**src/shared/pdm_consts.vh**
```
`ifndef PDM_CONSTS_VH
`define PDM_CONSTS_VH
// ****************************************
// register offsets
// ****************************************
`define PDM_OFF_SOFT_STANDBY_SELECT_CTRL 4'h0
`define PDM_OFF_MOD_STOP_EXT 4'h1
// ****************************************
// standby_control fields and reset
// ****************************************
`define PDM_SC_SOFT_SOFT_STANDBY_SELECT 7
`define PDM_SC_XTAL_KEEP 4
`define PDM_SC_STOP_TMU 2
`define PDM_SC_STOP_RTC 1
`define PDM_SC_STOP_SCI 0
`define PDM_SC_WR_MASK 8'h97
`define PDM_SC_RESET 8'h00
// ****************************************
// module stop extension fields and reset
// ****************************************
`define PDM_EXT_WR_MASK 8'h1f
`define PDM_EXT_RESET 8'h00
// ****************************************
// module index in the stop vector
// ****************************************
`define PDM_MOD_SCI 0
`define PDM_MOD_RTC 1
`define PDM_MOD_TMU 2
`define PDM_MOD_UBC 3
`define PDM_MOD_DMA 4
`define PDM_MOD_DAC 5
`define PDM_MOD_ADC 6
`define PDM_MOD_SERIAL_FIFO_IF 7
`define PDM_NUM_MOD 8
// ****************************************
// power modes
// ****************************************
`define PDM_MODE_NORMAL 2'h0
`define PDM_MODE_SLEEP 2'h1
`define PDM_MODE_SW_SOFT_STANDBY_SELECT 2'h2
`define PDM_MODE_HW_SOFT_STANDBY_SELECT 2'h3
`endif

```
**src/rtl/pdm_top.v**
```verilog
// Function
// RULE_01: sleep instruction with select clear enters sleep
// RULE_02: select set: sleep instruction enters software standby
// RULE_03: sleep halts cpu, registers keep contents
// RULE_04: crystal keep bit controls oscillator in standby
// RULE_05: reserved bits read zero, write zero
// RULE_06: two state pins encode reset/sleep/standby/normal
// RULE_07: rtc counts in software standby if started
// RULE_08: timer runs in standby from rtc clock
// RULE_09: hardware standby: rtc if started, timer stopped
// RULE_10: stopped timer pins hold, serial pins reset
// RULE_11: eight modules each stoppable on their own
// RULE_12: standby control is eight bits, resets zero
// RULE_13: module stop bit gates that module clock
// RULE_14: stopped rtc: registers inaccessible, counter runs
// RULE_15: interrupt/reset wake; pin low enters hardware standby
// RULE_16: sleep refreshes memory, standby uses self-refresh
//
// The register addresses and the plain strobed port are this design's own decisions.
`default_nettype none
`include "pdm_consts.vh"
module pdm_top (
    input wire clk,
    input wire rst,
    input wire [3:0] addr,
    input wire [7:0] wr_data,
    input wire wr_en,
    input wire rd_en,
    output reg [7:0] rd_data,
    input wire sleep_exec,
    input wire wake_irq,
    input wire hw_standby_pin_n,
    input wire rtc_start,
    input wire tmu_src_rtc,
    output reg processor_state_hi,
    output reg processor_state_lo,
    output reg cpu_run,
    output reg cpg_run,
    output reg xtal_run,
    output reg [7:0] mod_clk_en,
    output reg rtc_count_en,
    output reg rtc_access_en,
    output reg tmu_pin_hold,
    output reg sci_pin_reset,
    output reg mem_refresh_en,
    output reg mem_self_refresh
);
    // ****************************************
    // address decode
    // ****************************************
    // shared by the write and read paths
    function hit;
        input [3:0] a;
        input [3:0] off;
        begin
            hit = (a == off);
        end
    endfunction

    // ****************************************
    // registers
    // ****************************************
    reg [7:0] standby_control_reg;
    reg [7:0] standby_control_next;
    reg [7:0] mod_stop_ext_reg;
    reg [7:0] mod_stop_ext_next;
    reg [7:0] rd_data_next;
    wire [1:0] mode;
    wire [7:0] stop_bits;
    wire [7:0] clk_en_w;
    wire cpg_run_w;
    wire xtal_run_w;
    wire rtc_count_w;
    wire rtc_access_w;
    wire soft_standby_select;
    wire standby_crystal_keep;
    wire in_sleep;
    wire in_standby;

    // field views of the control register
    assign soft_standby_select = standby_control_reg[`PDM_SC_SOFT_SOFT_STANDBY_SELECT];
    assign standby_crystal_keep = standby_control_reg[`PDM_SC_XTAL_KEEP];

    // stop vector: three bits here, five in the extension register
    assign stop_bits = {mod_stop_ext_reg[4:0],
                        standby_control_reg[`PDM_SC_STOP_TMU],
                        standby_control_reg[`PDM_SC_STOP_RTC],
                        standby_control_reg[`PDM_SC_STOP_SCI]}; // RULE_11

    // register write path; reserved bits are masked off on the way in
    always @* begin
        standby_control_next = standby_control_reg;
        mod_stop_ext_next = mod_stop_ext_reg;
        if (wr_en && hit(addr, `PDM_OFF_SOFT_STANDBY_SELECT_CTRL)) begin
            standby_control_next = wr_data & `PDM_SC_WR_MASK; // RULE_05 RULE_12
        end
        if (wr_en && hit(addr, `PDM_OFF_MOD_STOP_EXT)) begin
            mod_stop_ext_next = wr_data & `PDM_EXT_WR_MASK; // RULE_05
        end
    end

    // control registers clear on reset
    always @(posedge clk) begin
        if (rst) begin
            standby_control_reg <= `PDM_SC_RESET; // RULE_12
            mod_stop_ext_reg <= `PDM_EXT_RESET;
        end else begin
            standby_control_reg <= standby_control_next;
            mod_stop_ext_reg <= mod_stop_ext_next;
        end
    end

    // read path; unmapped offsets answer zero
    always @* begin
        rd_data_next = 8'h00;
        if (rd_en && hit(addr, `PDM_OFF_SOFT_STANDBY_SELECT_CTRL)) begin
            rd_data_next = standby_control_reg & `PDM_SC_WR_MASK; // RULE_05
        end else if (rd_en && hit(addr, `PDM_OFF_MOD_STOP_EXT)) begin
            rd_data_next = mod_stop_ext_reg & `PDM_EXT_WR_MASK;
        end
    end

    // read data stands one cycle only, zero otherwise
    always @(posedge clk) begin
        if (rst) begin
            rd_data <= 8'h00;
        end else begin
            rd_data <= rd_data_next;
        end
    end

    // ****************************************
    // mode sequencing
    // ****************************************
    pdm_mode_fsm u_fsm (
        .clk(clk),
        .rst(rst),
        .sleep_exec(sleep_exec),
        .soft_standby_select(soft_standby_select),
        .wake_irq(wake_irq),
        .hw_standby_n(hw_standby_pin_n),
        .mode_reg(mode)
    );

    pdm_stop_ctrl u_stop (
        .mode(mode),
        .stop_bits(stop_bits),
        .xtal_keep(standby_crystal_keep),
        .rtc_start(rtc_start),
        .tmu_src_rtc(tmu_src_rtc),
        .clk_en(clk_en_w),
        .cpg_run(cpg_run_w),
        .xtal_run(xtal_run_w),
        .rtc_count_en(rtc_count_w),
        .rtc_access_en(rtc_access_w)
    );

    assign in_sleep = (mode == `PDM_MODE_SLEEP);
    assign in_standby = (mode == `PDM_MODE_SW_SOFT_STANDBY_SELECT) || (mode == `PDM_MODE_HW_SOFT_STANDBY_SELECT);

    // ****************************************
    // state pins
    // ****************************************
    // both high in reset; outputs lag the mode by one flop
    always @(posedge clk) begin
        if (rst) begin
            processor_state_hi <= 1'b1; // RULE_06
            processor_state_lo <= 1'b1; // RULE_06
        end else begin
            processor_state_hi <= in_sleep; // RULE_06
            processor_state_lo <= in_standby; // RULE_06
        end
    end

    // ****************************************
    // cpu, clock and pin control
    // ****************************************
    // cpu clock enable drops in every power-down mode, so registers hold
    always @(posedge clk) begin
        if (rst) begin
            cpu_run <= 1'b0;
            cpg_run <= 1'b1;
            xtal_run <= 1'b1;
            mod_clk_en <= 8'h00;
            rtc_count_en <= 1'b0;
            rtc_access_en <= 1'b0;
        end else begin
            cpu_run <= (mode == `PDM_MODE_NORMAL); // RULE_03
            cpg_run <= cpg_run_w; // RULE_02
            xtal_run <= xtal_run_w; // RULE_04
            mod_clk_en <= clk_en_w; // RULE_13
            rtc_count_en <= rtc_count_w; // RULE_07
            rtc_access_en <= rtc_access_w; // RULE_14
        end
    end

    // stopped timer freezes its pins, stopped serial returns to reset state
    always @(posedge clk) begin
        if (rst) begin
            tmu_pin_hold <= 1'b0;
            sci_pin_reset <= 1'b1;
        end else begin
            tmu_pin_hold <= stop_bits[`PDM_MOD_TMU]; // RULE_10
            sci_pin_reset <= stop_bits[`PDM_MOD_SCI]; // RULE_10
        end
    end

    // ****************************************
    // external memory refresh
    // ****************************************
    // self-refresh is needed because the bus clock halts in standby
    always @(posedge clk) begin
        if (rst) begin
            mem_refresh_en <= 1'b0;
            mem_self_refresh <= 1'b0;
        end else begin
            mem_refresh_en <= !in_standby; // RULE_16
            mem_self_refresh <= in_standby; // RULE_16
        end
    end
endmodule // pdm_top
`default_nettype wire

```
**src/rtl/pdm_mode_fsm.v**
```verilog
`default_nettype none
`include "pdm_consts.vh"
module pdm_mode_fsm (
    input wire clk,
    input wire rst,
    input wire sleep_exec,
    input wire soft_standby_select,
    input wire wake_irq,
    input wire hw_standby_n,
    output reg [1:0] mode_reg
);
    // ****************************************
    // states
    // ****************************************
    localparam [1:0] ST_NORMAL = `PDM_MODE_NORMAL;
    localparam [1:0] ST_SLEEP = `PDM_MODE_SLEEP;
    localparam [1:0] ST_SW_SOFT_STANDBY_SELECT = `PDM_MODE_SW_SOFT_STANDBY_SELECT;
    localparam [1:0] ST_HW_SOFT_STANDBY_SELECT = `PDM_MODE_HW_SOFT_STANDBY_SELECT;
    reg [1:0] mode_next;
    // hardware standby pin beats every other request
    always @* begin
        mode_next = mode_reg;
        case (mode_reg)
            ST_NORMAL: begin
                if (!hw_standby_n) begin
                    mode_next = ST_HW_SOFT_STANDBY_SELECT; // RULE_15
                end else if (sleep_exec && soft_standby_select) begin
                    mode_next = ST_SW_SOFT_STANDBY_SELECT; // RULE_02
                end else if (sleep_exec) begin
                    mode_next = ST_SLEEP; // RULE_01
                end
            end
            ST_SLEEP, ST_SW_SOFT_STANDBY_SELECT: begin
                if (!hw_standby_n) begin
                    mode_next = ST_HW_SOFT_STANDBY_SELECT;
                end else if (wake_irq) begin
                    mode_next = ST_NORMAL; // RULE_15
                end
            end
            // only reset leaves hardware standby
            ST_HW_SOFT_STANDBY_SELECT: begin
                mode_next = ST_HW_SOFT_STANDBY_SELECT; // RULE_15
            end
            default: begin
                mode_next = ST_NORMAL;
            end
        endcase
    end
    // state register
    always @(posedge clk) begin
        if (rst) begin
            mode_reg <= ST_NORMAL;
        end else begin
            mode_reg <= mode_next;
        end
    end
endmodule // pdm_mode_fsm
`default_nettype wire

```
**src/rtl/pdm_stop_ctrl.v**
```verilog
`default_nettype none
`include "pdm_consts.vh"
module pdm_stop_ctrl (
    input wire [1:0] mode,
    input wire [7:0] stop_bits,
    input wire xtal_keep,
    input wire rtc_start,
    input wire tmu_src_rtc,
    output wire [7:0] clk_en,
    output wire cpg_run,
    output wire xtal_run,
    output wire rtc_count_en,
    output wire rtc_access_en
);
    wire periph_mode;
    wire standby;
    // sleep keeps the clock generator and peripherals running
    assign periph_mode = (mode == `PDM_MODE_NORMAL) || (mode == `PDM_MODE_SLEEP); // RULE_01
    assign standby = (mode == `PDM_MODE_SW_SOFT_STANDBY_SELECT) || (mode == `PDM_MODE_HW_SOFT_STANDBY_SELECT);
    assign cpg_run = !standby; // RULE_02
    assign xtal_run = !standby || xtal_keep; // RULE_04
    // rtc counter survives module stop and, with start set, standby
    assign rtc_count_en = periph_mode || (standby && rtc_start); // RULE_07 RULE_09 RULE_14
    // rtc registers go dark with the rtc module stop bit only
    assign rtc_access_en = !stop_bits[`PDM_MOD_RTC]; // RULE_14
    // ****************************************
    // per-module clock gates
    // ****************************************
    genvar i;
    generate
        for (i = 0; i < `PDM_NUM_MOD; i = i + 1) begin : g_mod
            if (i == `PDM_MOD_TMU) begin : g_tmu
                // timer fed from rtc runs in software standby only
                assign clk_en[i] = !stop_bits[i] && (periph_mode ||
                    (mode == `PDM_MODE_SW_SOFT_STANDBY_SELECT && tmu_src_rtc && rtc_start)); // RULE_08 RULE_09
            end else begin : g_other
                assign clk_en[i] = !stop_bits[i] && periph_mode; // RULE_11 RULE_13
            end
        end
    endgenerate
endmodule // pdm_stop_ctrl
`default_nettype wire

```
**config.mk**
```make
export PLATFORM = sky130hd
export DESIGN_NAME = pdm_top
export DESIGN_NICKNAME = d
export VERILOG_FILES = /design/src/rtl/pdm_top.v /design/src/rtl/pdm_mode_fsm.v /design/src/rtl/pdm_stop_ctrl.v
export VERILOG_INCLUDE_DIRS = /design/src /design/src/shared
export SDC_FILE = /design/constraint.sdc
export NUM_CORES = 1
export LEC_CHECK = 0
export BUFFER_PORTS_ARGS = -buffer_cell sky130_fd_sc_hd__buf_2
export CAP_MARGIN = 10
export CORE_ASPECT_RATIO = 1.5
export CORE_MARGIN = 3
export CORE_UTILIZATION = 40
export DETAILED_ROUTE_END_ITERATION = 7
export HOLD_SLACK_MARGIN = 0.15
export PLACE_DENSITY_LB_ADDON = 0.12
export SYNTH_ARGS = -nofsm -noshare
export SYNTH_HDL_FRONTEND = slang
export SYNTH_SLANG_ARGS = --single-unit
```
**constraint.sdc**
```tcl
create_clock -name clk -period 1.7 [get_ports clk]
set_input_delay 0.17 -clock clk [delete_from_list [all_inputs] [get_ports clk]]
set_output_delay 0.17 -clock clk [all_outputs]
set_load 0.05 [all_outputs]
```
* Yosys cells after proc, flatten, opt, wreduce, memory -nomap -nowiden
Index checks and enable logic that the tools add are counted.
Operators by class: equality and inequality tests 6, reductions and logical operators 36, muxes and demuxes 8, bitwise operators 1
Operators by type and width (number):
- 1-bit logical AND | 16
- 2-bit 2-to-1 mux | 5
- 1-bit zero test | 9
- 8-bit 2-to-1 mux | 1
- 2-bit one-hot mux with 3 select lines | 1
- 1-bit logical OR | 5
- 5-bit 2-to-1 mux | 1
- 2-bit == test, second input constant | 2
- 4-bit by 1-bit == test with 1-bit output, second input constant | 1
- 4-bit zero test | 1
- 4-bit by 3-bit != test with 1-bit output, second input constant | 1
- 2-bit OR reduction | 2
- 3-bit != test, second input constant | 1
- 3-bit OR reduction | 1
- 2-bit by 1-bit == test with 1-bit output, second input constant | 1
- 2-bit zero test | 1
- 2-bit AND reduction | 1
- 1-bit NOT | 1
Storage, ports and cells: bits in registers 39, word-level logic and storage cells 69, bits of input ports 21, output and inout bits 27

* Logic depth before layout (Yosys ltp)
depth after elaboration 5, depth in mapped cells 6, depth with buffers taken out 6

* By module
Synthesis repeated with hierarchy kept, for this count alone.
Second synthesis, totals: cell total of the unflattened synthesis 143, area, all modules 1436.4 sq um
By module, submodules not included:
- pdm_top | times used 1, cells each 110, area each 1168.6 sq um, sequential area each 700.7 sq um
- pdm_mode_fsm | times used 1, cells each 19, area each 161.4 sq um, sequential area each 40.0 sq um
- pdm_stop_ctrl | times used 1, cells each 14, area each 106.4 sq um, sequential area each 0.0 sq um

* Least setup slack after synthesis
Ideal clock, no wire load.
path type reg-to-reg, from register u_fsm.mode_reg[0], to register u_fsm.mode_reg[0], arrival 1293 ps, library setup time 128 ps, slack 279 ps, stages on the path, launching flop included 7, cells stage by stage dfxtp_1 -> inv_1 -> ha_1 -> nor2b_1 -> o21ai_1 -> mux2i_1 -> nor2_1
On the way: word-level cells in the longest chain between the ends 4
RTL lines:
- start: declaration | RTL line pdm_mode_fsm.v:10 | output reg [1:0] mode_reg
- start signal: assignment | RTL line pdm_mode_fsm.v:54 | mode_reg <= mode_next;
- 2-bit by 1-bit == test with 1-bit output or 2-bit == test (tied branches) | RTL line pdm_mode_fsm.v:23 | case (mode_reg)
- 2-bit OR reduction | RTL line pdm_mode_fsm.v:23
- 3-bit != test (no source line)
- 2-bit AND reduction (no source line)
Parallel ways exist; a longest one is shown, timed or not. A chain may end at the register's enable or synchronous reset.

* Worst setup path in the final report
from register u_fsm.mode_reg[1], to register u_fsm.mode_reg[1]
Same word-level chain as after synthesis.

==> flow_results.org <==
** Detailed routing
- Detailed Route WL :: about 2.7 mm
- Initial DRC Count :: 15
- Using the TritonRoute via totals, the vias-per-cell ratio works out to about 4.6.
- In this run the remaining antenna-violating nets after routing total 0.
- Dividing the detail-routed wire length by the instance count gives 12.5 µm.
- For this block, the via count after detailed routing is 1003.
- In the routed design, unresolved DRC markers number 0.
- Before antenna repair, the detailed router went through 4 iterations.

** Layout
- From synthesis to final layout, the design area changed by 30.3%.
- Final core area utilization :: 56.4%
- Of the cells placed in the final design, the portion with a size suffix greater than 1 is 31.1%.
- Largest regs :: mod_clk_en: 8 flops, rd_data: 6 flops
- Net count, final :: 203
- The register with the most flip-flops in the layout has 8 of them.
- Number of inserted diodes :: 0
- The filler cells instantiated in the layout total approximately 290.
- Leaving out fill and tap cells, the most frequent cells in the layout are sky130_fd_sc_hd__buf_2 (43), sky130_fd_sc_hd__dfxtp_1 (37), sky130_fd_sc_hd__nor2_1 (27).
- Leading cell type in the layout, fill and taps excluded :: sky130_fd_sc_hd__buf_2
- Top reg by flops :: mod_clk_en

** Clocking
- Clock sink count :: 37
- After clock tree synthesis, the repair step resized 0 gates.
- Clock-pin slew was measured on the worst setup and hold paths at 0.07 ns.
- The root buffer cell chosen for the clock tree is sky130_fd_sc_hd__clkbuf_8.
- TritonCTS built the clock tree.
- H-tree level count :: 2
- Clk Latency, worst-skew pair :: 0.28 ns
- Cts bufs inserted :: 5
- Maximum number of buffers from clock root to sink :: 2

** Worst setup path
- CP delay by family, top :: flip-flops
- CP Data Required Time :: about 1.9 ns
- CP startpoint :: u_fsm.mode_reg[1]$_SDFFE_PP0P_
- Capture point of the worst path :: u_fsm.mode_reg[1]$_SDFFE_PP0P_
- Classification of the worst setup path :: flop to flop
- The startpoint identified for the worst register-to-register timing path is u_fsm.mode_reg[1]$_SDFFE_PP0P_.
- The number of cells on the worst reg-to-reg path is 6.
- The worst register-to-register path ends at u_fsm.mode_reg[1]$_SDFFE_PP0P_.
- In this run the register-to-register setup slack is between 0.15 and 0.2 ns.
- Nature of the critical path startpoint :: flop
- Of all nets on the critical path, the largest fanout is 4.
- Walking the worst path, the cells encountered are inv_1 > ha_1 > nor2b_1 > o21ai_1 > mux2i_1 > nor2_1.
- The worst setup path is captured at a flop.
- Worst path depth :: 6
- The number of buffers and inverters on the critical path is 1.
- Largest stage delay, worst path :: 0.39 ns
- On the critical path, the stage with the largest delay is an instance of sky130_fd_sc_hd__dfxtp_1.
- CP arrival :: around 1.7 ns

** STA
- In the post-route analysis, the smallest setup slack over all paths is 0.178 ns.
- Total count of max-transition violations in the final report :: 0
- Summed negative setup slack over all endpoints :: 0 ns
- Static timing analysis puts the maximum clock frequency at 657 MHz.
- Final hold violations :: 0
- Setup violations remaining at the end of the flow were counted as 0.
- Setup repair after global routing left no endpoint under its margin.
- The tightest hold path in the finished design has a slack of about 0.21 ns.
- Final cycle utilization of the critical path :: about nine tenths
- Clock tree skew after final layout :: 0.00345 ns
- Relative max-transition margin :: roughly 65%
- For the pin with the worst max-slew slack, the measured transition is 0.526 ns.
- After layout, the minimum clock period comes to between 1.5 and 2 ns.

** Synthesis
- Yosys printed 0 warnings.
- Total standard cell area after synthesis :: roughly 1300 µm²
- Sequential fraction of the synthesis area :: 56.4%
- Mean instance size in the synthesized netlist :: 10.7 µm²
- The synthesized netlist contains 26 unique library cells.
- Summed over all instances, the cell type with the most area after synthesis is sky130_fd_sc_hd__dfxtp_1.
- The synthesized design contains 37 register bits.
- Synthesized instance count :: 123
- After synthesis, the cell types taking the most area are sky130_fd_sc_hd__dfxtp_1 (56%), sky130_fd_sc_hd__mux2i_1 (12%), sky130_fd_sc_hd__nor2_1 (7.7%).
- The top cell type by area accounts for a little under three fifths of the synthesized area.

** Floorplanning
- Once the floorplan was initialized, standard cells occupied 43.3% of the core.
- During I/O placement, the number of pins put on the boundary was 48.
- Std-Cell Core Area :: 3030 µm²
- The die covers 4020 µm².
- The floorplan has 24 rows.
- The die is ~76 µm tall.
- The die is ~53 µm wide.

** Global routing
- Maximum number of pins on one net before global-route repair :: 23
- The first global-routing pass estimated around 4.5 mm of wire.
- Number of global-route vias before repair :: ~1000
- In the global route stage, overall resource usage came out at 15.5%.
- The number of antenna violations at the first check in global routing is 0.
- For this run the aggregate overflow at the end of global routing stands at 0.

** Placement
- Before CTS, the worst setup slack after placement is 0.187 ns.
- I/O Buffers :: 43
- The congestion estimate from routability-driven global placement came to 0.664.
- Summed over all nets, the half-perimeter wirelength after detailed placement is 2.00 mm.

** Worst hold path
- Class of the tightest hold or removal check :: primary input to flop

** Power and ir drop
- VDD sags by at most 826 µV.
- Total leakage power :: 0.826 nW
- For this design the ratio of total power to cell area is 1680 nW/µm².

** Run status
- The flow ran to the end, and the final reports show no timing, DRC or antenna violations.

** Run
- The tool flagged a number of max-cap violations equal to 0.
## metrics by stage
step,instances,instance area [µm²],total power [mW]
final,216,1710,2.87
after global routing,216,1710,3.02
after CTS,216,1710,2.89
after detailed placement,202,1550,2.28
after global placement,202,1550,2.26
after floorplan,124,1320,2.00
## synth_stat cells
| library cell | n |
|---|---|
| sky130_fd_sc_hd__a2bb2oi_1 | 1 |
| sky130_fd_sc_hd__a311oi_1 | 1 |
| sky130_fd_sc_hd__a32oi_1 | 1 |
| sky130_fd_sc_hd__buf_4 | 3 |
| sky130_fd_sc_hd__buf_6 | 1 |
| sky130_fd_sc_hd__clkbuf_1 | 2 |
| sky130_fd_sc_hd__conb_1 | 1 |
| sky130_fd_sc_hd__dfxtp_1 | 37 |
| sky130_fd_sc_hd__ha_1 | 5 |
| sky130_fd_sc_hd__inv_1 | 4 |
| sky130_fd_sc_hd__mux2i_1 | 16 |
| sky130_fd_sc_hd__nand2_1 | 6 |
| sky130_fd_sc_hd__nand2b_1 | 1 |
| sky130_fd_sc_hd__nand2b_4 | 1 |
| sky130_fd_sc_hd__nor2_1 | 27 |
| sky130_fd_sc_hd__nor2b_1 | 4 |
| sky130_fd_sc_hd__nor3_1 | 2 |
| sky130_fd_sc_hd__nor3b_1 | 1 |
| sky130_fd_sc_hd__nor4_1 | 1 |
| sky130_fd_sc_hd__nor4_4 | 1 |
| sky130_fd_sc_hd__o21a_1 | 1 |
| sky130_fd_sc_hd__o21ai_1 | 1 |
| sky130_fd_sc_hd__o21bai_1 | 1 |
| sky130_fd_sc_hd__or2_2 | 2 |
| sky130_fd_sc_hd__or3_1 | 1 |
| sky130_fd_sc_hd__or4b_1 | 1 |
## per-layer routing
layer  up-vias  wire length (µm)  track usage, %
met5         -                 0               0
met3         6               173            5.87
li1        504                 -               -
met4         0                44            8.18
met2        35              1390            26.1
met1       458              1080            15.8
## worst min path at each step
stage / slack [ns] / start / cells after the start / to
after detailed placement: 0.40 / rtc_start / 3 / rtc_count_en$_SDFF_PP0_
final: 0.21 / tmu_src_rtc / 3 / mod_clk_en[2]$_SDFF_PP0_
after global routing: 0.25 / tmu_src_rtc / 3 / mod_clk_en[2]$_SDFF_PP0_
after floorplan: 0.27 / rst / 1 / mem_self_refresh$_SDFF_PP0_
after global placement: 0.40 / rtc_start / 3 / rtc_count_en$_SDFF_PP0_
after CTS: 0.21 / tmu_src_rtc / 3 / mod_clk_en[2]$_SDFF_PP0_
## final cells by class
type	count	area [µm²]	share of cell area, %
sequential	37	741	43.3
multi-input combinational	77	519	30.4
clock buffer	7	86.3	5.05
tap	39	48.8	2.85
timing repair buffer	52	300	17.6
inverter	4	15.0	0.878
## repair_timing
| action | 4_1_cts | 5_1_grt |
|---|---|---|
| hold buffers | 7 | 0 |
| buffers inserted | 0 | 0 |
| endpoints found under the hold margin | 10 | 0 |
## report_power, final
| part | internal (mW) | total (mW) | switching [mW] |
|---|---|---|---|
| clock network | 0.321 | 0.602 | 0.281 |
| logic | 0.299 | 1.17 | 0.866 |
| registers | 1.05 | 1.10 | 0.0528 |
## tightest hold or removal path, cell delays in order
cell	delay [ns]
sky130_fd_sc_hd__buf_2	0.07
sky130_fd_sc_hd__a311oi_1	0.08
sky130_fd_sc_hd__nor3_1	0.12
## kinds of logic after synthesis
family / after synthesis / synth area share (%)
DFF: 37 / 56.4
adders and majority gates: 5 / 4.77
other: 1 / 0.286
buffers and inverters: 10 / 4.29
AOI/OAI and AO/OA: 6 / 3.53
muxes: 16 / 12.2
and+or+nand+nor: 48 / 18.5
No activity file was read; power rests on OpenSTA's default activity.
